$ cat config.mk
export PLATFORM = sky130hd
export DESIGN_NAME = dtc_timer
export DESIGN_NICKNAME = d
export VERILOG_FILES = /design/src/hdl/dtc_edge_sampler.v /design/src/hdl/dtc_timer.v
export VERILOG_INCLUDE_DIRS = /design/src /design/src/hdl
export SDC_FILE = /design/constraint.sdc
export NUM_CORES = 1
export LEC_CHECK = 0
export ABC_AREA = 0
export BUFFER_PORTS_ARGS = -buffer_cell sky130_fd_sc_hd__buf_2
export CAP_MARGIN = 15
export CORE_ASPECT_RATIO = 0.7
export CORE_UTILIZATION = 60
export DETAILED_ROUTE_END_ITERATION = 8
export HOLD_SLACK_MARGIN = 0.1
export PLACE_DENSITY_LB_ADDON = 0.3
export SLEW_MARGIN = 0
export SYNTH_ARGS = -nofsm -noshare
export SYNTH_HDL_FRONTEND = slang
export SYNTH_SLANG_ARGS = --single-unit
$ cat constraint.sdc
create_clock -name mclk -period 3.2 [get_ports mclk]
set_clock_uncertainty 0.1 [all_clocks]
set_input_delay 0.48 -clock mclk [delete_from_list [all_inputs] [get_ports mclk]]
set_output_delay 0.48 -clock mclk [all_outputs]
set_load 0.01 [all_outputs]
$ cat src/hdl/dtc_consts.vh
// Purpose: constants for the dual timer/counter
// Assumes: 100 MHz mclk used as the oscillator clock
// Notes:   register addresses are index values on the plain register port
`ifndef DTC_CONSTS_VH
`define DTC_CONSTS_VH

// ****************************************
// register map
// ****************************************
`define DTC_ADDR_W         3
`define DTC_ADDR_MODE      3'h0
`define DTC_ADDR_CTRL      3'h1
`define DTC_ADDR_A_LOW     3'h2
`define DTC_ADDR_A_HIGH    3'h3
`define DTC_ADDR_B_LOW     3'h4
`define DTC_ADDR_B_HIGH    3'h5
`define DTC_ADDR_ACK       3'h6

// ****************************************
// field positions
// ****************************************
`define DTC_MOD_B_GATE     7
`define DTC_MOD_B_CT       6
`define DTC_MOD_A_GATE     3
`define DTC_MOD_A_CT       2
`define DTC_MOD_B_MODE_HI  5
`define DTC_MOD_A_MODE_HI  1
`define DTC_CON_B_OVF      7
`define DTC_CON_B_RUN      6
`define DTC_CON_A_OVF      5
`define DTC_CON_A_RUN      4
`define DTC_CON_IRQB_FLAG  3
`define DTC_CON_IRQB_TYPE  2
`define DTC_CON_IRQA_FLAG  1
`define DTC_CON_IRQA_TYPE  0
`define DTC_ACK_A_OVF      0
`define DTC_ACK_B_OVF      1
`define DTC_ACK_IRQA       2
`define DTC_ACK_IRQB       3

// ****************************************
// modes, reset values, timing
// ****************************************
`define DTC_MODE_13        2'h0
`define DTC_MODE_16        2'h1
`define DTC_MODE_RELOAD    2'h2
`define DTC_MODE_SPLIT     2'h3
`define DTC_RST_BYTE       8'h00
`define DTC_OSC_PER_CYCLE  12
`define DTC_STATE_W        4
`define DTC_STATE_LAST     4'hb
`define DTC_STATE_SAMPLE   4'h9
`define DTC_STATE_UPDATE   4'h4
`define DTC_PRESCALE_MASK  8'h1f
`define DTC_BYTE_ONES      8'hff
`define DTC_ONE_BYTE       8'h01

`endif

$ cat src/hdl/dtc_edge_sampler.v
// Purpose: samples a count pin once per machine cycle and flags falling edges
// Assumes: pin synchronous to mclk
// Notes:   edge pulse lasts one mclk, raised at the sample phase
`timescale 1ns/1ps
`include "dtc_consts.vh"

module dtc_edge_sampler (
  input  wire mclk,
  input  wire arst_n,
  input  wire sample_stb,
  input  wire pin,
  output reg  fall_reg
);

  reg cur_reg;

  // two samples in consecutive machine cycles: high then low means one event
  always @(posedge mclk or negedge arst_n) begin
    if (!arst_n) begin
      // sample starts low so a pin idling low cannot fake an edge
      cur_reg  <= 1'b0;
      fall_reg <= 1'b0;
    end else begin
      fall_reg <= 1'b0;
      if (sample_stb) begin
        cur_reg  <= pin;
        fall_reg <= cur_reg & ~pin;
      end
    end
  end

endmodule // dtc_edge_sampler

$ cat src/hdl/dtc_timer.v
// Purpose: two 8/13/16-bit timer/counters with mode and control registers
// Assumes: mclk is the oscillator clock; pins synchronous to mclk
// Notes:   vector acknowledge is a write-one pulse register standing in for the cpu
//
// The plain strobed port and the placing of the registers were left to the implementer.
`timescale 1ns/1ps
`include "dtc_consts.vh"

// Operation
// timer mode counts once per twelve clocks
// count pin sampled once per machine cycle
// counted edge shows at next cycle update
// edge needs two samples, max rate 1/24
// source holds each level one machine cycle
// counter-select picks machine cycles or pin
// counts only if run and gate allows
// mode 0 low byte is 5-bit prescaler
// 13-bit count is high plus low five
// mode 1 cascades both bytes, 16 bits
// mode 2 low byte reloads from high
// split: a high byte uses b controls
// timer b in split mode holds still
// rollover to zero sets overflow flag
// setting run keeps the count registers
// both timers share mode behaviour; timer b has no split mode, mode 3 holds it
// gate bits at mode bits 7 and 3
// overflow flags at 7 and 5, ack clears
// run bits at 6 and 4 writable
// edge flags at 3 and 1, ack clears
// type bits at 2 and 0, edge/level
// split high byte uses b run/overflow
// mode codes 00 13,01 16,10 reload,11 split
module dtc_timer (
  input  wire                   mclk,
  input  wire                   arst_n,
  input  wire [`DTC_ADDR_W-1:0] addr,
  input  wire [7:0]             wdata,
  input  wire                   wr_stb,
  input  wire                   rd_stb,
  output reg  [7:0]             rdata_reg,
  input  wire                   timer_a_count_pin,
  input  wire                   timer_b_count_pin,
  input  wire                   ext_irq_a_pin,
  input  wire                   ext_irq_b_pin,
  output reg                    timer_a_overflow_reg,
  output reg                    timer_b_overflow_reg,
  output reg                    ext_irq_a_req_reg,
  output reg                    ext_irq_b_req_reg
);

  // ****************************************
  // storage
  // ****************************************
  reg  [7:0]               timer_mode_control_reg;
  reg                      timer_a_run_reg;
  reg                      timer_b_run_reg;
  reg                      ext_irq_a_type_reg;
  reg                      ext_irq_b_type_reg;
  reg                      ext_irq_a_edge_flag_reg;
  reg                      ext_irq_b_edge_flag_reg;
  reg                      irq_a_prev_reg;
  reg                      irq_b_prev_reg;
  reg  [7:0]               timer_a_low_count_reg;
  reg  [7:0]               timer_a_high_count_reg;
  reg  [7:0]               timer_b_low_count_reg;
  reg  [7:0]               timer_b_high_count_reg;
  reg  [`DTC_STATE_W-1:0]  state_reg;
  reg                      pend_a_reg;
  reg                      pend_b_reg;
  wire                     fall_a;
  wire                     fall_b;

  // ****************************************
  // functions
  // ****************************************
  // 8-bit increment with carry out
  function [8:0] inc8;
    input [7:0] v;
    begin
      inc8 = {1'b0, v} + {1'b0, `DTC_ONE_BYTE};
    end
  endfunction

  // mode 0 prescaler wrap: the five low bits are all ones
  function wrap13;
    input [7:0] v;
    begin
      wrap13 = ((v & `DTC_PRESCALE_MASK) == `DTC_PRESCALE_MASK);
    end
  endfunction

  // ****************************************
  // machine-cycle state counter
  // ****************************************
  wire last_state   = (state_reg == `DTC_STATE_LAST);
  wire sample_state = (state_reg == `DTC_STATE_SAMPLE);
  wire update_state = (state_reg == `DTC_STATE_UPDATE);

  // twelve oscillator periods per machine cycle
  always @(posedge mclk or negedge arst_n) begin
    if (!arst_n) begin
      state_reg <= {`DTC_STATE_W{1'b0}};
    end else if (last_state) begin
      state_reg <= {`DTC_STATE_W{1'b0}};
    end else begin
      state_reg <= state_reg + 1'b1;
    end
  end

  dtc_edge_sampler u_samp_a (
    .mclk       (mclk),
    .arst_n     (arst_n),
    .sample_stb (sample_state),
    .pin        (timer_a_count_pin),
    .fall_reg   (fall_a)
  );

  dtc_edge_sampler u_samp_b (
    .mclk       (mclk),
    .arst_n     (arst_n),
    .sample_stb (sample_state),
    .pin        (timer_b_count_pin),
    .fall_reg   (fall_b)
  );

  // ****************************************
  // count enables
  // ****************************************
  wire [1:0] mode_a  = timer_mode_control_reg[`DTC_MOD_A_MODE_HI -: 2];
  wire [1:0] mode_b  = timer_mode_control_reg[`DTC_MOD_B_MODE_HI -: 2];
  wire       split_a = (mode_a == `DTC_MODE_SPLIT);
  wire       split_b = (mode_b == `DTC_MODE_SPLIT);

  // gate pin only matters with the gate bit set
  wire gate_ok_a = ~timer_mode_control_reg[`DTC_MOD_A_GATE] | ext_irq_a_pin;
  wire gate_ok_b = ~timer_mode_control_reg[`DTC_MOD_B_GATE] | ext_irq_b_pin;
  wire en_a = timer_a_run_reg & gate_ok_a;
  wire en_b = timer_b_run_reg & gate_ok_b & ~split_b;

  // pin edges are latched and applied at the update phase of the next cycle
  wire ev_a = timer_mode_control_reg[`DTC_MOD_A_CT] ? pend_a_reg : last_state;
  wire ev_b = timer_mode_control_reg[`DTC_MOD_B_CT] ? pend_b_reg : last_state;
  wire tick_a = en_a & (timer_mode_control_reg[`DTC_MOD_A_CT] ? update_state : last_state);
  wire tick_b = en_b & (timer_mode_control_reg[`DTC_MOD_B_CT] ? update_state : last_state);
  wire cnt_a  = tick_a & ev_a;
  wire cnt_b  = tick_b & ev_b;
  // split high byte is timer-only, run by b's run bit
  wire cnt_ah = split_a & timer_b_run_reg & last_state;

  always @(posedge mclk or negedge arst_n) begin
    if (!arst_n) begin
      pend_a_reg <= 1'b0;
      pend_b_reg <= 1'b0;
    end else begin
      if (fall_a) pend_a_reg <= 1'b1;
      else if (update_state) pend_a_reg <= 1'b0;
      if (fall_b) pend_b_reg <= 1'b1;
      else if (update_state) pend_b_reg <= 1'b0;
    end
  end

  // ****************************************
  // counters, shared by both timers
  // ****************************************
  reg [7:0] a_low_next;
  reg [7:0] a_high_next;
  reg [7:0] b_low_next;
  reg [7:0] b_high_next;
  reg       ovf_a_ev;
  reg       ovf_b_ev;
  reg [8:0] lo_a;
  reg [8:0] hi_a;
  reg [8:0] lo_b;
  reg [8:0] hi_b;
  reg [8:0] hi_split;

  always @* begin
    a_low_next  = timer_a_low_count_reg;
    a_high_next = timer_a_high_count_reg;
    b_low_next  = timer_b_low_count_reg;
    b_high_next = timer_b_high_count_reg;
    ovf_a_ev    = 1'b0;
    ovf_b_ev    = 1'b0;
    lo_a = inc8(timer_a_low_count_reg);
    hi_a = inc8(timer_a_high_count_reg);
    lo_b = inc8(timer_b_low_count_reg);
    hi_b = inc8(timer_b_high_count_reg);
    hi_split = inc8(timer_a_high_count_reg);
    if (cnt_a) begin
      case (mode_a)
        `DTC_MODE_13: begin
          a_low_next = lo_a[7:0] & `DTC_PRESCALE_MASK;
          if (wrap13(timer_a_low_count_reg)) begin
            a_high_next = hi_a[7:0];
            ovf_a_ev    = hi_a[8];
          end
        end
        `DTC_MODE_16: begin
          a_low_next = lo_a[7:0];
          if (lo_a[8]) begin
            a_high_next = hi_a[7:0];
            ovf_a_ev    = hi_a[8];
          end
        end
        `DTC_MODE_RELOAD: begin
          a_low_next = lo_a[8] ? timer_a_high_count_reg : lo_a[7:0];
          ovf_a_ev   = lo_a[8];
        end
        default: begin
          a_low_next = lo_a[7:0];
          ovf_a_ev   = lo_a[8];
        end
      endcase
    end
    if (cnt_ah) begin
      a_high_next = hi_split[7:0];
      ovf_b_ev    = hi_split[8];
    end
    if (cnt_b) begin
      case (mode_b)
        `DTC_MODE_13: begin
          b_low_next = lo_b[7:0] & `DTC_PRESCALE_MASK;
          if (wrap13(timer_b_low_count_reg)) begin
            b_high_next = hi_b[7:0];
            ovf_b_ev    = ovf_b_ev | hi_b[8];
          end
        end
        `DTC_MODE_16: begin
          b_low_next = lo_b[7:0];
          if (lo_b[8]) begin
            b_high_next = hi_b[7:0];
            ovf_b_ev    = ovf_b_ev | hi_b[8];
          end
        end
        default: begin
          b_low_next = lo_b[8] ? timer_b_high_count_reg : lo_b[7:0];
          ovf_b_ev   = ovf_b_ev | lo_b[8];
        end
      endcase
    end
  end

  // ****************************************
  // external interrupt detection
  // ****************************************
  wire irq_a_hit = ext_irq_a_type_reg ? (irq_a_prev_reg & ~ext_irq_a_pin) : ~ext_irq_a_pin;
  wire irq_b_hit = ext_irq_b_type_reg ? (irq_b_prev_reg & ~ext_irq_b_pin) : ~ext_irq_b_pin;

  // ****************************************
  // register port
  // ****************************************
  wire wr_mode = wr_stb & (addr == `DTC_ADDR_MODE);
  wire wr_ctrl = wr_stb & (addr == `DTC_ADDR_CTRL);
  wire wr_ack  = wr_stb & (addr == `DTC_ADDR_ACK);
  wire ack_a_ovf = wr_ack & wdata[`DTC_ACK_A_OVF];
  wire ack_b_ovf = wr_ack & wdata[`DTC_ACK_B_OVF];
  wire ack_irqa  = wr_ack & wdata[`DTC_ACK_IRQA];
  wire ack_irqb  = wr_ack & wdata[`DTC_ACK_IRQB];
  // count byte writes; the ack address is write-only and reads as zero
  wire wr_a_low  = wr_stb & (addr == `DTC_ADDR_A_LOW);
  wire wr_a_high = wr_stb & (addr == `DTC_ADDR_A_HIGH);
  wire wr_b_low  = wr_stb & (addr == `DTC_ADDR_B_LOW);
  wire wr_b_high = wr_stb & (addr == `DTC_ADDR_B_HIGH);

  // hardware set wins over any clear in the same cycle
  always @(posedge mclk or negedge arst_n) begin
    if (!arst_n) begin
      timer_mode_control_reg  <= `DTC_RST_BYTE;
      timer_a_run_reg         <= 1'b0;
      timer_b_run_reg         <= 1'b0;
      ext_irq_a_type_reg      <= 1'b0;
      ext_irq_b_type_reg      <= 1'b0;
      ext_irq_a_edge_flag_reg <= 1'b0;
      ext_irq_b_edge_flag_reg <= 1'b0;
      irq_a_prev_reg          <= 1'b1;
      irq_b_prev_reg          <= 1'b1;
      timer_a_overflow_reg    <= 1'b0;
      timer_b_overflow_reg    <= 1'b0;
      ext_irq_a_req_reg       <= 1'b0;
      ext_irq_b_req_reg       <= 1'b0;
      timer_a_low_count_reg   <= `DTC_RST_BYTE;
      timer_a_high_count_reg  <= `DTC_RST_BYTE;
      timer_b_low_count_reg   <= `DTC_RST_BYTE;
      timer_b_high_count_reg  <= `DTC_RST_BYTE;
    end else begin
      irq_a_prev_reg <= ext_irq_a_pin;
      irq_b_prev_reg <= ext_irq_b_pin;
      if (wr_mode) timer_mode_control_reg <= wdata;
      // counters keep their value when run is set
      if (wr_ctrl) begin
        timer_a_run_reg    <= wdata[`DTC_CON_A_RUN];
        timer_b_run_reg    <= wdata[`DTC_CON_B_RUN];
        ext_irq_a_type_reg <= wdata[`DTC_CON_IRQA_TYPE];
        ext_irq_b_type_reg <= wdata[`DTC_CON_IRQB_TYPE];
      end
      // software may also write the flags; an ack outranks that write
      if (ovf_a_ev) timer_a_overflow_reg <= 1'b1;
      else if (ack_a_ovf) timer_a_overflow_reg <= 1'b0;
      else if (wr_ctrl) timer_a_overflow_reg <= wdata[`DTC_CON_A_OVF];
      if (ovf_b_ev) timer_b_overflow_reg <= 1'b1;
      else if (ack_b_ovf) timer_b_overflow_reg <= 1'b0;
      else if (wr_ctrl) timer_b_overflow_reg <= wdata[`DTC_CON_B_OVF];
      if (irq_a_hit) ext_irq_a_edge_flag_reg <= 1'b1;
      else if (ack_irqa) ext_irq_a_edge_flag_reg <= 1'b0;
      else if (wr_ctrl) ext_irq_a_edge_flag_reg <= wdata[`DTC_CON_IRQA_FLAG];
      if (irq_b_hit) ext_irq_b_edge_flag_reg <= 1'b1;
      else if (ack_irqb) ext_irq_b_edge_flag_reg <= 1'b0;
      else if (wr_ctrl) ext_irq_b_edge_flag_reg <= wdata[`DTC_CON_IRQB_FLAG];
      ext_irq_a_req_reg <= irq_a_hit | (ext_irq_a_edge_flag_reg & ~ack_irqa);
      ext_irq_b_req_reg <= irq_b_hit | (ext_irq_b_edge_flag_reg & ~ack_irqb);
      // a software write to a count byte takes priority over counting
      if (wr_a_low) timer_a_low_count_reg <= wdata;
      else timer_a_low_count_reg <= a_low_next;
      if (wr_a_high) timer_a_high_count_reg <= wdata;
      else timer_a_high_count_reg <= a_high_next;
      if (wr_b_low) timer_b_low_count_reg <= wdata;
      else timer_b_low_count_reg <= b_low_next;
      if (wr_b_high) timer_b_high_count_reg <= wdata;
      else timer_b_high_count_reg <= b_high_next;
    end
  end

  // read data valid the cycle after the strobe only
  // idle cycles return zero so a stale byte never looks fresh
  always @(posedge mclk or negedge arst_n) begin
    if (!arst_n) begin
      rdata_reg <= `DTC_RST_BYTE;
    end else if (!rd_stb) begin
      rdata_reg <= `DTC_RST_BYTE;
    end else if (addr == `DTC_ADDR_MODE) begin
      rdata_reg <= timer_mode_control_reg;
    end else if (addr == `DTC_ADDR_CTRL) begin
      rdata_reg <= {timer_b_overflow_reg, timer_b_run_reg, timer_a_overflow_reg,
                    timer_a_run_reg, ext_irq_b_edge_flag_reg, ext_irq_b_type_reg,
                    ext_irq_a_edge_flag_reg, ext_irq_a_type_reg};
    end else if (addr == `DTC_ADDR_A_LOW) begin
      rdata_reg <= timer_a_low_count_reg;
    end else if (addr == `DTC_ADDR_A_HIGH) begin
      rdata_reg <= timer_a_high_count_reg;
    end else if (addr == `DTC_ADDR_B_LOW) begin
      rdata_reg <= timer_b_low_count_reg;
    end else if (addr == `DTC_ADDR_B_HIGH) begin
      rdata_reg <= timer_b_high_count_reg;
    end else begin
      rdata_reg <= `DTC_RST_BYTE;
    end
  end

endmodule // dtc_timer

## Yosys cells after proc, flatten, opt, wreduce, memory -nomap -nowiden

Index checks and enable logic that the tools add are counted.

- Logic and storage cells: 167
- Register bits: 70
- Input port bits: 19

- $add $sub $neg: 5
- Equality and inequality tests: 20
- Reduce and logical (&&, ||, !) cells: 17
- Bitwise operators: 41
- Muxes and demuxes: 59

Operators by type and width:

| kind | number |
|---|---|
| $mux 8 | 22 |
| $pmux 8 s2 | 4 |
| $add 8x1->9 const B | 4 |
| $mux 1 | 30 |
| $and 1x1->1 | 26 |
| $reduce_bool 3->1 | 6 |
| $eq 5x5->1 const B | 2 |
| $reduce_bool 2->1 | 5 |
| $eq 3x3->1 const B | 3 |
| $not 1->1 | 9 |
| $eq 4x4->1 const B | 2 |
| $ne 4x4->1 const B | 2 |
| $reduce_and 4->1 | 2 |
| $eq 2x2->1 const B | 3 |
| $eq 3x2->1 const B | 2 |
| $ne 3x3->1 const B | 2 |
| $or 1x1->1 | 6 |
| $add 4x1->4 const B | 1 |
| $eq 2x1->1 const B | 2 |
| $eq 4x3->1 const B | 1 |
| $logic_not 2->1 | 2 |
| $mux 4 | 1 |
| $pmux 1 s2 | 2 |
| $reduce_bool 4->1 | 1 |
| other kinds (2) | 2 |

## Longest topological paths before layout

Gate-level depths: netlist of run 1.

- Word-level depth: 9
- Mapped depth: 10

## By module

From an unflattened synthesis of run 1, not the netlist that was laid out.

- Cell total of the unflattened synthesis: 483
- Area, all modules: 4450.5 sq um

By module, submodules not included:

| module | seq. area each (sq um) | times used | cells an instance | area an instance (sq um) |
|---|---|---|---|---|
| dtc_timer | 1654.1 | 1 | 475 | 4300.4 |
| dtc_edge_sampler | 50.0 | 2 | 4 | 75.1 |

## Worst setup path after synthesis of run 1

OpenSTA, ideal clock, no wires.

- Kind: reg-to-reg
- From: register timer_b_low_count_reg[0]
- To: register timer_b_high_count_reg[7]
- Data required time: 3.023 ns
- Stages on the path, launching flop included: 11
- Library setup time: 0.077 ns
- Path buffers: 0
- Clock period less this slack: 2.135 ns
- Data arrival time: 1.958 ns
- Setup slack: 1.065 ns
- Path through: dfrtp_1 -> ha_1 -> nand3_1 -> inv_1 -> ha_1 -> inv_1 -> o22ai_1 -> nor4b_4 -> nand4_1 -> xor2_1 -> a21oi_1

- Cells in the longest elaborated chain, start to end: 3

Ends and longest elaborated chain:

| item | RTL line | text |
|---|---|---|
| from (decl) | dtc_timer.v:65 | `reg [7:0] timer_b_low_count_reg;` |
| from (signal assigned) | dtc_timer.v:283 | `` timer_b_low_count_reg <= `DTC_RST_BYTE; `` |
| from (signal assigned) | dtc_timer.v:316 | `if (wr_b_low) timer_b_low_count_reg <= wdata;` |
| from (signal assigned) | dtc_timer.v:317 | `else timer_b_low_count_reg <= b_low_next;` |
| $add 8x1->9 / $eq 5x5->1 (equally long branches) | - |  |
| $ne 3x3->1 (no line) | - |  |
| $reduce_and 4->1 (no line) (*) | - |  |
| to (signal assigned) | dtc_timer.v:284 | `` timer_b_high_count_reg <= `DTC_RST_BYTE; `` |
| to (signal assigned) | dtc_timer.v:318 | `if (wr_b_high) timer_b_high_count_reg <= wdata;` |
| to (signal assigned) | dtc_timer.v:319 | `else timer_b_high_count_reg <= b_high_next;` |
| to (decl) | dtc_timer.v:66 | `reg [7:0] timer_b_high_count_reg;` |

Mark *: on every way between the ends. The rest lies on a longest branch, timed or not.
A chain may end at the register's enable or synchronous reset.

## Final worst setup path of run 1

- From: register timer_b_low_count_reg[0]
- To: register timer_b_high_count_reg[5]

The elaborated chain is that of the path after synthesis.

==> flow_summary.ini, run 1 <==
[status]
status = finished clean

[clocking]
cts_tree = yes
clock-root-buffer = clkbuf_8
cts_resized = 0
clockBufferDepth = 2
cts_buffers = 9
clock_sinks = 70
cts_htree_levels = 3
clk_latency_ns = 0.36
cts-hold-fix-buffers = 0
post-cts-setup-buffer-count = 0
clk_pin_slew_worst_paths_ns = 0.08

[setup_path]
cp-start-kind = register
endpoint = timer_b_high_count_reg[5]$_DFFE_PN0P_
r2r-start = timer_b_low_count_reg[0]$_DFFE_PN0P_
rrSetupSlack_ns = 0.65
cp-startpoint = timer_b_low_count_reg[0]$_DFFE_PN0P_
cp_data_arrival_time_ns = 2.72
cp-end-kind = register
r2r_end = timer_b_high_count_reg[5]$_DFFE_PN0P_
reg2reg_depth = 10
worstPathRequired_ns = 3.37
critPathKind = register to register
path_max_fanout = 8

[final_layout]
num-fill-cells = 526
final_cell_mix = 68 x dfrtp_1, 63 x nand2_1, 46 x a21oi_1
drive_gt1_frac = 0.150
register_area_um2 = 1750
num-nets-final = 504
multi_input_area_um2 = 2150
layout_commonest_cell = dfrtp_1
n_antenna_cell = 0
areaGrowthSynthToFinish_pct = 10.2

[synth]
muxShareOfSynthArea = 0.0672
synth-simple-area-share = 0.194
synth_area_leader_cell = dfrtp_1
seq_area_frac_synth = 0.432
yosys.area_share.xor_xnor = 0.0431
synth_edf_count = 0
ys_seq_elements = 70
synthArstFlopShare = 1.00
yosys.area.top_type_share = 0.419
ys_dominant_reg_cell = dfrtp_1
synth_area_um2 = 4060
syn_nets = 479
ys_types = 54
synthAdderAreaFrac = 0.0277
synth_area_leaders = dfrtp_1 42%, nand2_1 5.8%, a21oi_1 5.7%, o21ai_0 5.1%, mux2i_1 3.9%
synth_top_family_by_area = compound AO/OA/AOI/OAI gates
postSynthCellCount = 451
synth_compound_area_frac = 0.195
ys_warn_count = 0
syn_area_per_cell_um2 = 9.01

[floorplanning]
rows = 24
initial_utilization = 0.638
ioPinCount = 31
core-area_um2 = 6370
die_y_um = 70.8
chipWidth_um = 100
dieArea_um2 = 7110

[global_routing]
grt_pass1_wl_um = 17600
grt_max_degree = 71
antenna_found_initial = 0
grt_pass1_vias = 3275
overflow = 0
grt_usage = 0.333

[pwr]
swShare = 0.361
seq_power_share = 0.498
p_leak_nw = 1.94
clockPowerShare = 0.271
ir_worst_vdd_uv = 344
switchingPower_mw = 0.974
pwr_density_cell_nw_per_um2 = 602
power_mw = 2.70
intPower_mw = 1.72
combPwrFrac = 0.231

[run]
cap_viol_max_count = 0

[detailed_routing]
firstDrtPassIters = 5
ant_nets = 0
drt_iter0_markers = 522
num_vias = 3632
wl_um = 10900
wire_per_inst_um = 19.1
drc = 0
via_per_inst = 6.35

[placement]
place_congestion = 0.966
dpl.hpwl_um = 7590
placement.io_buffers = 30

[timing]
maxSlewHeadroom = 0.409
worstMarginPinSlew_ns = 0.887
setup_violations = 0
whs_ns = 0.149
fmax_mhz = 392
drv_slew = 0
final.period_utilization = 0.796
fin_tns_setup_ns = 0
rsz0062_at_grt = false
min_period_ns = 2.55
hold_viol = 0

[hold_path]
hp-class = input port to register
[power by group through the flow]
stage	Combinational [mW]	Clock, mW	Sequential (mW)
2_1_floorplan	0.465	0	1.24
3_3_place_gp	0.580	0	1.34
3_5_place_dp	0.606	0	1.34
4_1_cts	0.612	0.733	1.33
5_1_grt	0.688	0.765	1.37
6_report	0.623	0.731	1.34
[cell families after synthesis]
kind of cell / after synthesis
simple gates: 157
fa+ha+maj: 9
xor+xnor: 20
mux: 26
buf+inv: 39
flops: 70
compound gates: 130
[final cells by class]
type / count / area share
Clock buffer: 10 / 0.0307
Inverter: 18 / 0.0151
Timing Repair Buffer: 35 / 0.0419
Tap cell: 91 / 0.0254
Clock inverter: 6 / 0.0137
Multi-Input combinational cell: 342 / 0.481
Sequential cell: 70 / 0.392
[how the worst min path moves through the flow]
| stage | startpoint | end | slack (ns) | cells after the start |
|---|---|---|---|---|
| detailed placement | u_samp_b.fall_reg$_DFF_PN0_ | pend_b_reg$_DFFE_PN0P_ | 0.32 | 1 |
| global placement | u_samp_a.fall_reg$_DFF_PN0_ | pend_a_reg$_DFFE_PN0P_ | 0.32 | 1 |
| finish | ext_irq_b_pin | irq_b_prev_reg$_DFF_PN1_ | 0.15 | 1 |
| CTS | ext_irq_b_pin | irq_b_prev_reg$_DFF_PN1_ | 0.14 | 1 |
| floorplan | arst_n | ext_irq_a_edge_flag_reg$_DFFE_PN0P_ | 0.08 | 0 |
| global route | ext_irq_a_pin | irq_a_prev_reg$_DFF_PN1_ | 0.14 | 1 |
[Yosys cell counts (3+ instances only)]
cell	count
nand2_1	63
a21oi_1	46
and3_1	7
nand4_1	7
clkbuf_1	14
nor2_1	38
o21ai_0	41
inv_1	17
o31ai_1	5
dfrtp_1	68
nand3_1	14
nand3b_1	4
mux2_2	10
mux2i_1	16
o221ai_1	9
o211a_1	8
a21o_1	4
ha_1	9
xnor2_1	3
nor3b_1	3
nand2b_1	3
nor4b_4	3
xor2_1	17
[metrics by stage]
step	instances	setup slack [ns]	utilization	instance area, µm²
finish	572	0.651	0.703	4480
global route	572	0.446	0.703	4480
CTS	572	0.700	0.703	4480
detailed placement	556	0.732	0.672	4280
global placement	556	0.769	0.672	4280
floorplan	451	1.06	-	4060
[worst max-delay path, cell delays in order, from the launching register on]
cell and delay [ns]:
dfrtp_1 0.44, ha_1 0.24, nand3_1 0.15, inv_1 0.14, ha_1 0.17, inv_1 0.05
o22ai_1 0.16, nor4b_4 0.50, nand4_1 0.18, xor2_1 0.17, a21oi_1 0.17
[per-layer routing]
layer,global-route usage,up-vias,share of wire
li1,-,1662,-
met1,0.505,1736,0.45
met2,0.481,212,0.43
met3,0.0800,22,0.10
met4,0.0870,0,0.016
met5,0,-,0
Power figures use the tool's default switching activity.
==> run 2, diff against run 1 <==
==> constraint.sdc (replaced) <==
create_clock -name mclk -period 2.6 [get_ports mclk]
set_clock_uncertainty 0.1 [all_clocks]
set_input_delay 0.39 -clock mclk [delete_from_list [all_inputs] [get_ports mclk]]
set_output_delay 0.39 -clock mclk [all_outputs]
set_load 0.01 [all_outputs]
==> run 2 against run 1 <==
  * Sequential share of layout area decreased by 0.87 points
  * Core utilization increased by 1.6 points
  * Maximum frequency increased by 7.5%
  * Die area unchanged
  * Global-route usage decreased by 0.28 points
  * Critical path depth decreased by 1
  * Worst hold slack improved by 0.079 ns
  * Critical endpoint is now inc8.v[7]$_DFFE_PN0P_
  * Sequential power increased by 22%
  * First-iteration DRC count decreased by 29%
  * Highest routed layer unchanged
  * Routed wire length decreased by 0.29%
  * Combinational power increased by 27%
==> flow_summary.ini, run 2 (synthesis gave the netlist of run 1 again) <==
[hold_path]
hp-class = input port to register
hold_start = rd_stb

[setup_path]
cp-start-kind = register
cp_data_arrival_time_ns = 2.57
r2r-start = timer_a_low_count_reg[0]$_DFFE_PN0P_
cp-startpoint = timer_a_low_count_reg[0]$_DFFE_PN0P_
worstPathRequired_ns = 2.80
cp-end-kind = register
critPathKind = register to register
path_max_fanout = 7

[final_layout]
final_util = 0.719
n_antenna_cell = 0
multi_input_area_um2 = 2150
num-fill-cells = 494
num-nets-final = 518
areaGrowthSynthToFinish_pct = 12.7
final_cell_area_um2 = 4580
drive_gt1_frac = 0.164
final_cell_mix = 68 x dfrtp_1, 63 x nand2_1, 46 x a21oi_1
register_area_um2 = 1750
layout_commonest_cell = dfrtp_1

[floorplanning]
initial_utilization = 0.638
core-area_um2 = 6370
ioPinCount = 31
rows = 24
die_y_um = 70.8
chipWidth_um = 100
dieArea_um2 = 7110

[clocking]
clk_latency_ns = 0.37
cts_buffers = 9
cts_tree = yes
clock_sinks = 70
clockBufferDepth = 2
clk_pin_slew_worst_paths_ns = 0.08
cts_resized = 0
clock-root-buffer = clkbuf_8
cts_htree_levels = 3

[timing]
whs_ns = 0.228
hold_viol = 0
drv_slew = 0
fmax_mhz = 422
maxSlewHeadroom = 0.580
final.period_utilization = 0.911
fin_tns_setup_ns = 0
finalWorstSetupSlack_ns = 0.230
worstMarginPinSlew_ns = 0.623
rsz0062_at_grt = false
setup_violations = 0
min_period_ns = 2.37

[run]
cap_viol_max_count = 0

[global_routing]
grt_busiest_layer = met2
use_met2 = 0.489
grt_pass1_wl_um = 17700
use_met1 = 0.477
grt_usage = 0.331
grtUsageMet3 = 0.0968
grt_pass1_vias = 3395
grt_max_degree = 44
antenna_found_initial = 0
overflow = 0

[pwr]
ir_worst_vdd_uv = 385
p_leak_nw = 2.00
pwr_density_cell_nw_per_um2 = 712

[detailed_routing]
wire_per_inst_um = 18.6
wl_um = 10900
ant_nets = 0
num_vias = 3653
drt_iter0_markers = 371
via_per_inst = 6.23
drc = 0
firstDrtPassIters = 5

[placement]
place_congestion = 1.01
placement.io_buffers = 30
placed_cell_area_um2 = 4320
dp_slack_ns = 0.158
dpl.hpwl_um = 7660

[status]
status = finished clean
[run 2: area by class of cell]
class	instances	share of cell area
tap	91	0.0249
inverter	18	0.0148
timing repair buffer	49	0.0667
sequential	70	0.383
multi-input combinational	342	0.471
clock inverter	6	0.00984
clock buffer	10	0.0301
[run 2: repair_timing]
action	4_1_cts	5_1_grt
hold buffers	5	0
endpoints found under the hold margin	72	0
setup endpoints to repair	0	7
setup buffers	0	3
[run 2: critical path, stage by stage, from the launching register on]
cell and delay [ns]:
dfrtp_1 0.44, ha_1 0.27, and3_1 0.18, ha_1 0.16, inv_1 0.04, o22ai_1 0.15, nor4b_4 0.41, o2111ai_1 0.19
xor2_1 0.19, a21oi_1 0.16
[run 2: layer usage]
layer | vias to the layer above | wire length [µm] | part of all wire
met5 | - | 0 | 0
met4 | 0 | 151 | 0.014
met3 | 16 | 1140 | 0.10
met2 | 204 | 4690 | 0.43
met1 | 1748 | 4910 | 0.45
li1 | 1685 | - | -
[run 2: stage by stage]
stage / power [mW] / instances
6_report: 3.26 / 586
5_1_grt: 3.43 / 586
4_1_cts: 3.24 / 583
3_5_place_dp: 2.40 / 562
3_3_place_gp: 2.36 / 562
2_1_floorplan: 2.10 / 451
[run 2: power breakdown]
group	leakage [nW]	switching (mW)	internal, mW
clock network	0.0970	0.455	0.379
logic	1.07	0.430	0.359
registers	0.837	0.327	1.31
[run 2: final timing paths]
check                                                  endpoint  slack [ns]  cells past startpoint
setup / recovery                          inc8.v[7]$_DFFE_PN0P_        0.23                      9
hold / removal                           rdata_reg[6]$_DFF_PN0_        0.23                      2
setup reg to reg                          inc8.v[7]$_DFFE_PN0P_        0.23                      9
hold reg to reg                          pend_a_reg$_DFFE_PN0P_        0.34                      1
max in group asynchronous           timer_a_run_reg$_DFFE_PN0P_        1.49                      3
min in group asynchronous  timer_b_low_count_reg[4]$_DFFE_PN0P_        0.46                      3
==> run 3, diff against run 2 <==
--- a/config.mk
+++ b/config.mk
@@ -7,11 +7,11 @@
 export NUM_CORES = 1
 export LEC_CHECK = 0
 export ABC_AREA = 0
-export BUFFER_PORTS_ARGS = -buffer_cell sky130_fd_sc_hd__buf_2
 export CAP_MARGIN = 15
 export CORE_ASPECT_RATIO = 0.7
 export CORE_UTILIZATION = 60
 export DETAILED_ROUTE_END_ITERATION = 8
+export DONT_BUFFER_PORTS = 1
 export HOLD_SLACK_MARGIN = 0.1
 export PLACE_DENSITY_LB_ADDON = 0.3
 export SLEW_MARGIN = 0
==> run 3 against run 2 <==
  * Clock-buffer cell count grew 1
  * Clock power up 20%
  * Die area unchanged
  * Final cell count down 4.3%
  * Worst setup slack got worse by 0.047 ns
  * Routed wire length rose by 2.2%
  * Core utilization is 0.43 points lower
  * Critical path type unchanged
  * Sequential share of layout area increased by 0.26 points
  * Combinational power is 7.2% lower
==> flow_summary.ini, run 3 (synthesis gave the netlist of run 1 again) <==
[clocking]
clock-root-buffer = clkbuf_8
cts_buffers = 9
clk_pin_slew_worst_paths_ns = 0.07
clock_sinks = 70
clk_latency_ns = 0.35
cts_htree_levels = 3
cts_tree = yes
clockBufferDepth = 2

[timing]
hold_viol = 0
rsz0062_at_grt = false
final.period_utilization = 0.930
setup_violations = 0
worstMarginPinSlew_ns = 0.735
maxSlewHeadroom = 0.509
drv_slew = 0
fmax_mhz = 414
fin_tns_setup_ns = 0
min_period_ns = 2.42

[final_layout]
multi_input_area_um2 = 2150
final_cell_mix = 67 x dfrtp_1, 63 x nand2_1, 46 x a21oi_1
num-nets-final = 492
areaGrowthSynthToFinish_pct = 12.0
final_cell_area_um2 = 4550
register_area_um2 = 1760
num-fill-cells = 482
drive_gt1_frac = 0.0938
layout_commonest_cell = dfrtp_1

[setup_path]
r2r_end = timer_b_high_count_reg[4]$_DFFE_PN0P_
r2r-start = timer_b_low_count_reg[0]$_DFFE_PN0P_
worstPathRequired_ns = 2.78
cp-start-kind = register
cp-end-kind = register
rrSetupSlack_ns = 0.18
path_max_fanout = 6
cp_data_arrival_time_ns = 2.60
reg2reg_depth = 11
critPathKind = register to register

[floorplanning]
initial_utilization = 0.638
chipWidth_um = 100
ioPinCount = 31
dieArea_um2 = 7110
core-area_um2 = 6370
rows = 24
die_y_um = 70.8

[global_routing]
grtUsageMet3 = 0.0870
grt_busiest_layer = met1
use_met2 = 0.479
grt_max_degree = 71
use_met1 = 0.493
grt_usage = 0.335
antenna_found_initial = 0
grt_pass1_vias = 3303
overflow = 0
grt_pass1_wl_um = 17600

[pwr]
switchingPower_mw = 1.16
combPwrFrac = 0.216
pwr_density_cell_nw_per_um2 = 744
p_leak_nw = 1.91
swShare = 0.344
intPower_mw = 2.22
ir_worst_vdd_uv = 490
clockPowerShare = 0.297
seq_power_share = 0.487

[status]
status = finished clean

[run]
cap_viol_max_count = 0

[detailed_routing]
drc = 0
wl_um = 11100
via_per_inst = 6.40
num_vias = 3593
ant_nets = 0
wire_per_inst_um = 19.8
firstDrtPassIters = 6
drt_iter0_markers = 517

[hold_path]
holdPathEnd = timer_b_high_count_reg[1]$_DFFE_PN0P_
hp-class = input port to register
holdPathStages = 2
hold_start = wdata[1]

[placement]
place_congestion = 1.05
dpl.hpwl_um = 7340
placed_cell_area_um2 = 4130
placement.io_buffers = 0
-- run 3: power groups by stage --
stage,registers (mW),logic [mW],clock network (mW)
global placement,1.64,0.624,0
floorplan,1.53,0.573,0
detailed placement,1.65,0.647,0
global route,1.68,0.809,1.05
finish,1.65,0.732,1.00
CTS,1.63,0.716,1.00
-- run 3: stage by stage --
stage,hold WS (ns),utilization,setup WS [ns],total power [mW],std cells
floorplan,-0.00559,-,0.465,2.10,451
global placement,-0.00351,0.648,0.300,2.27,526
detailed placement,-0.00353,0.648,0.0996,2.30,526
CTS,0.100,0.711,0.0801,3.35,558
global route,0.122,0.714,0.0170,3.54,560
finish,0.113,0.715,0.183,3.39,561
-- run 3: how the worst max path moves through the flow --
stage | startpoint | to | slack (ns) | cells after the start
floorplan | timer_b_low_count_reg[0]$_DFFE_PN0P_ | timer_b_high_count_reg[7]$_DFFE_PN0P_ | 0.46 | 10
global placement | timer_b_low_count_reg[0]$_DFFE_PN0P_ | timer_b_high_count_reg[7]$_DFFE_PN0P_ | 0.30 | 10
detailed placement | timer_b_low_count_reg[0]$_DFFE_PN0P_ | timer_b_high_count_reg[7]$_DFFE_PN0P_ | 0.1 | 10
CTS | timer_b_low_count_reg[0]$_DFFE_PN0P_ | timer_b_high_count_reg[7]$_DFFE_PN0P_ | 0.08 | 10
global route | timer_b_low_count_reg[1]$_DFFE_PN0P_ | timer_b_high_count_reg[4]$_DFFE_PN0P_ | 0.02 | 11
finish | timer_b_low_count_reg[0]$_DFFE_PN0P_ | timer_b_high_count_reg[4]$_DFFE_PN0P_ | 0.18 | 11
-- run 3: critical path, stage by stage, from the launching register on --
cell and delay [ns]:
dfrtp_2 0.41, ha_1 0.22, nand3_1 0.16, inv_1 0.15, ha_1 0.18, inv_1 0.04
o22ai_1 0.16, nor4b_4 0.29, buf_4 0.21, nand4_1 0.12, xor2_1 0.16, a21oi_1 0.13
-- run 3: layout make-up --
type | count | area share
multi-input cells | 342 | 0.473
flip-flops and latches | 70 | 0.386
repair buffers | 23 | 0.0511
clock buffers | 11 | 0.0311
well taps | 91 | 0.0250
clock inverters | 5 | 0.0181
inverters | 18 | 0.0148
diodes | 1 | 0.000550
-- run 3: layer usage --
| metal | wire length, µm | part of all wire |
|---|---|---|
| met5 | 0 | 0 |
| met3 | 1270 | 0.11 |
| met2 | 4840 | 0.43 |
| met1 | 4850 | 0.44 |
| met4 | 162 | 0.015 |
-- run 3: repair_timing --
action,CTS,global route
setup endpoints to repair,0,7
hold buffers,16,1
buffers inserted,0,1
hold endpoints to repair,127,1
gates resized for setup,0,1
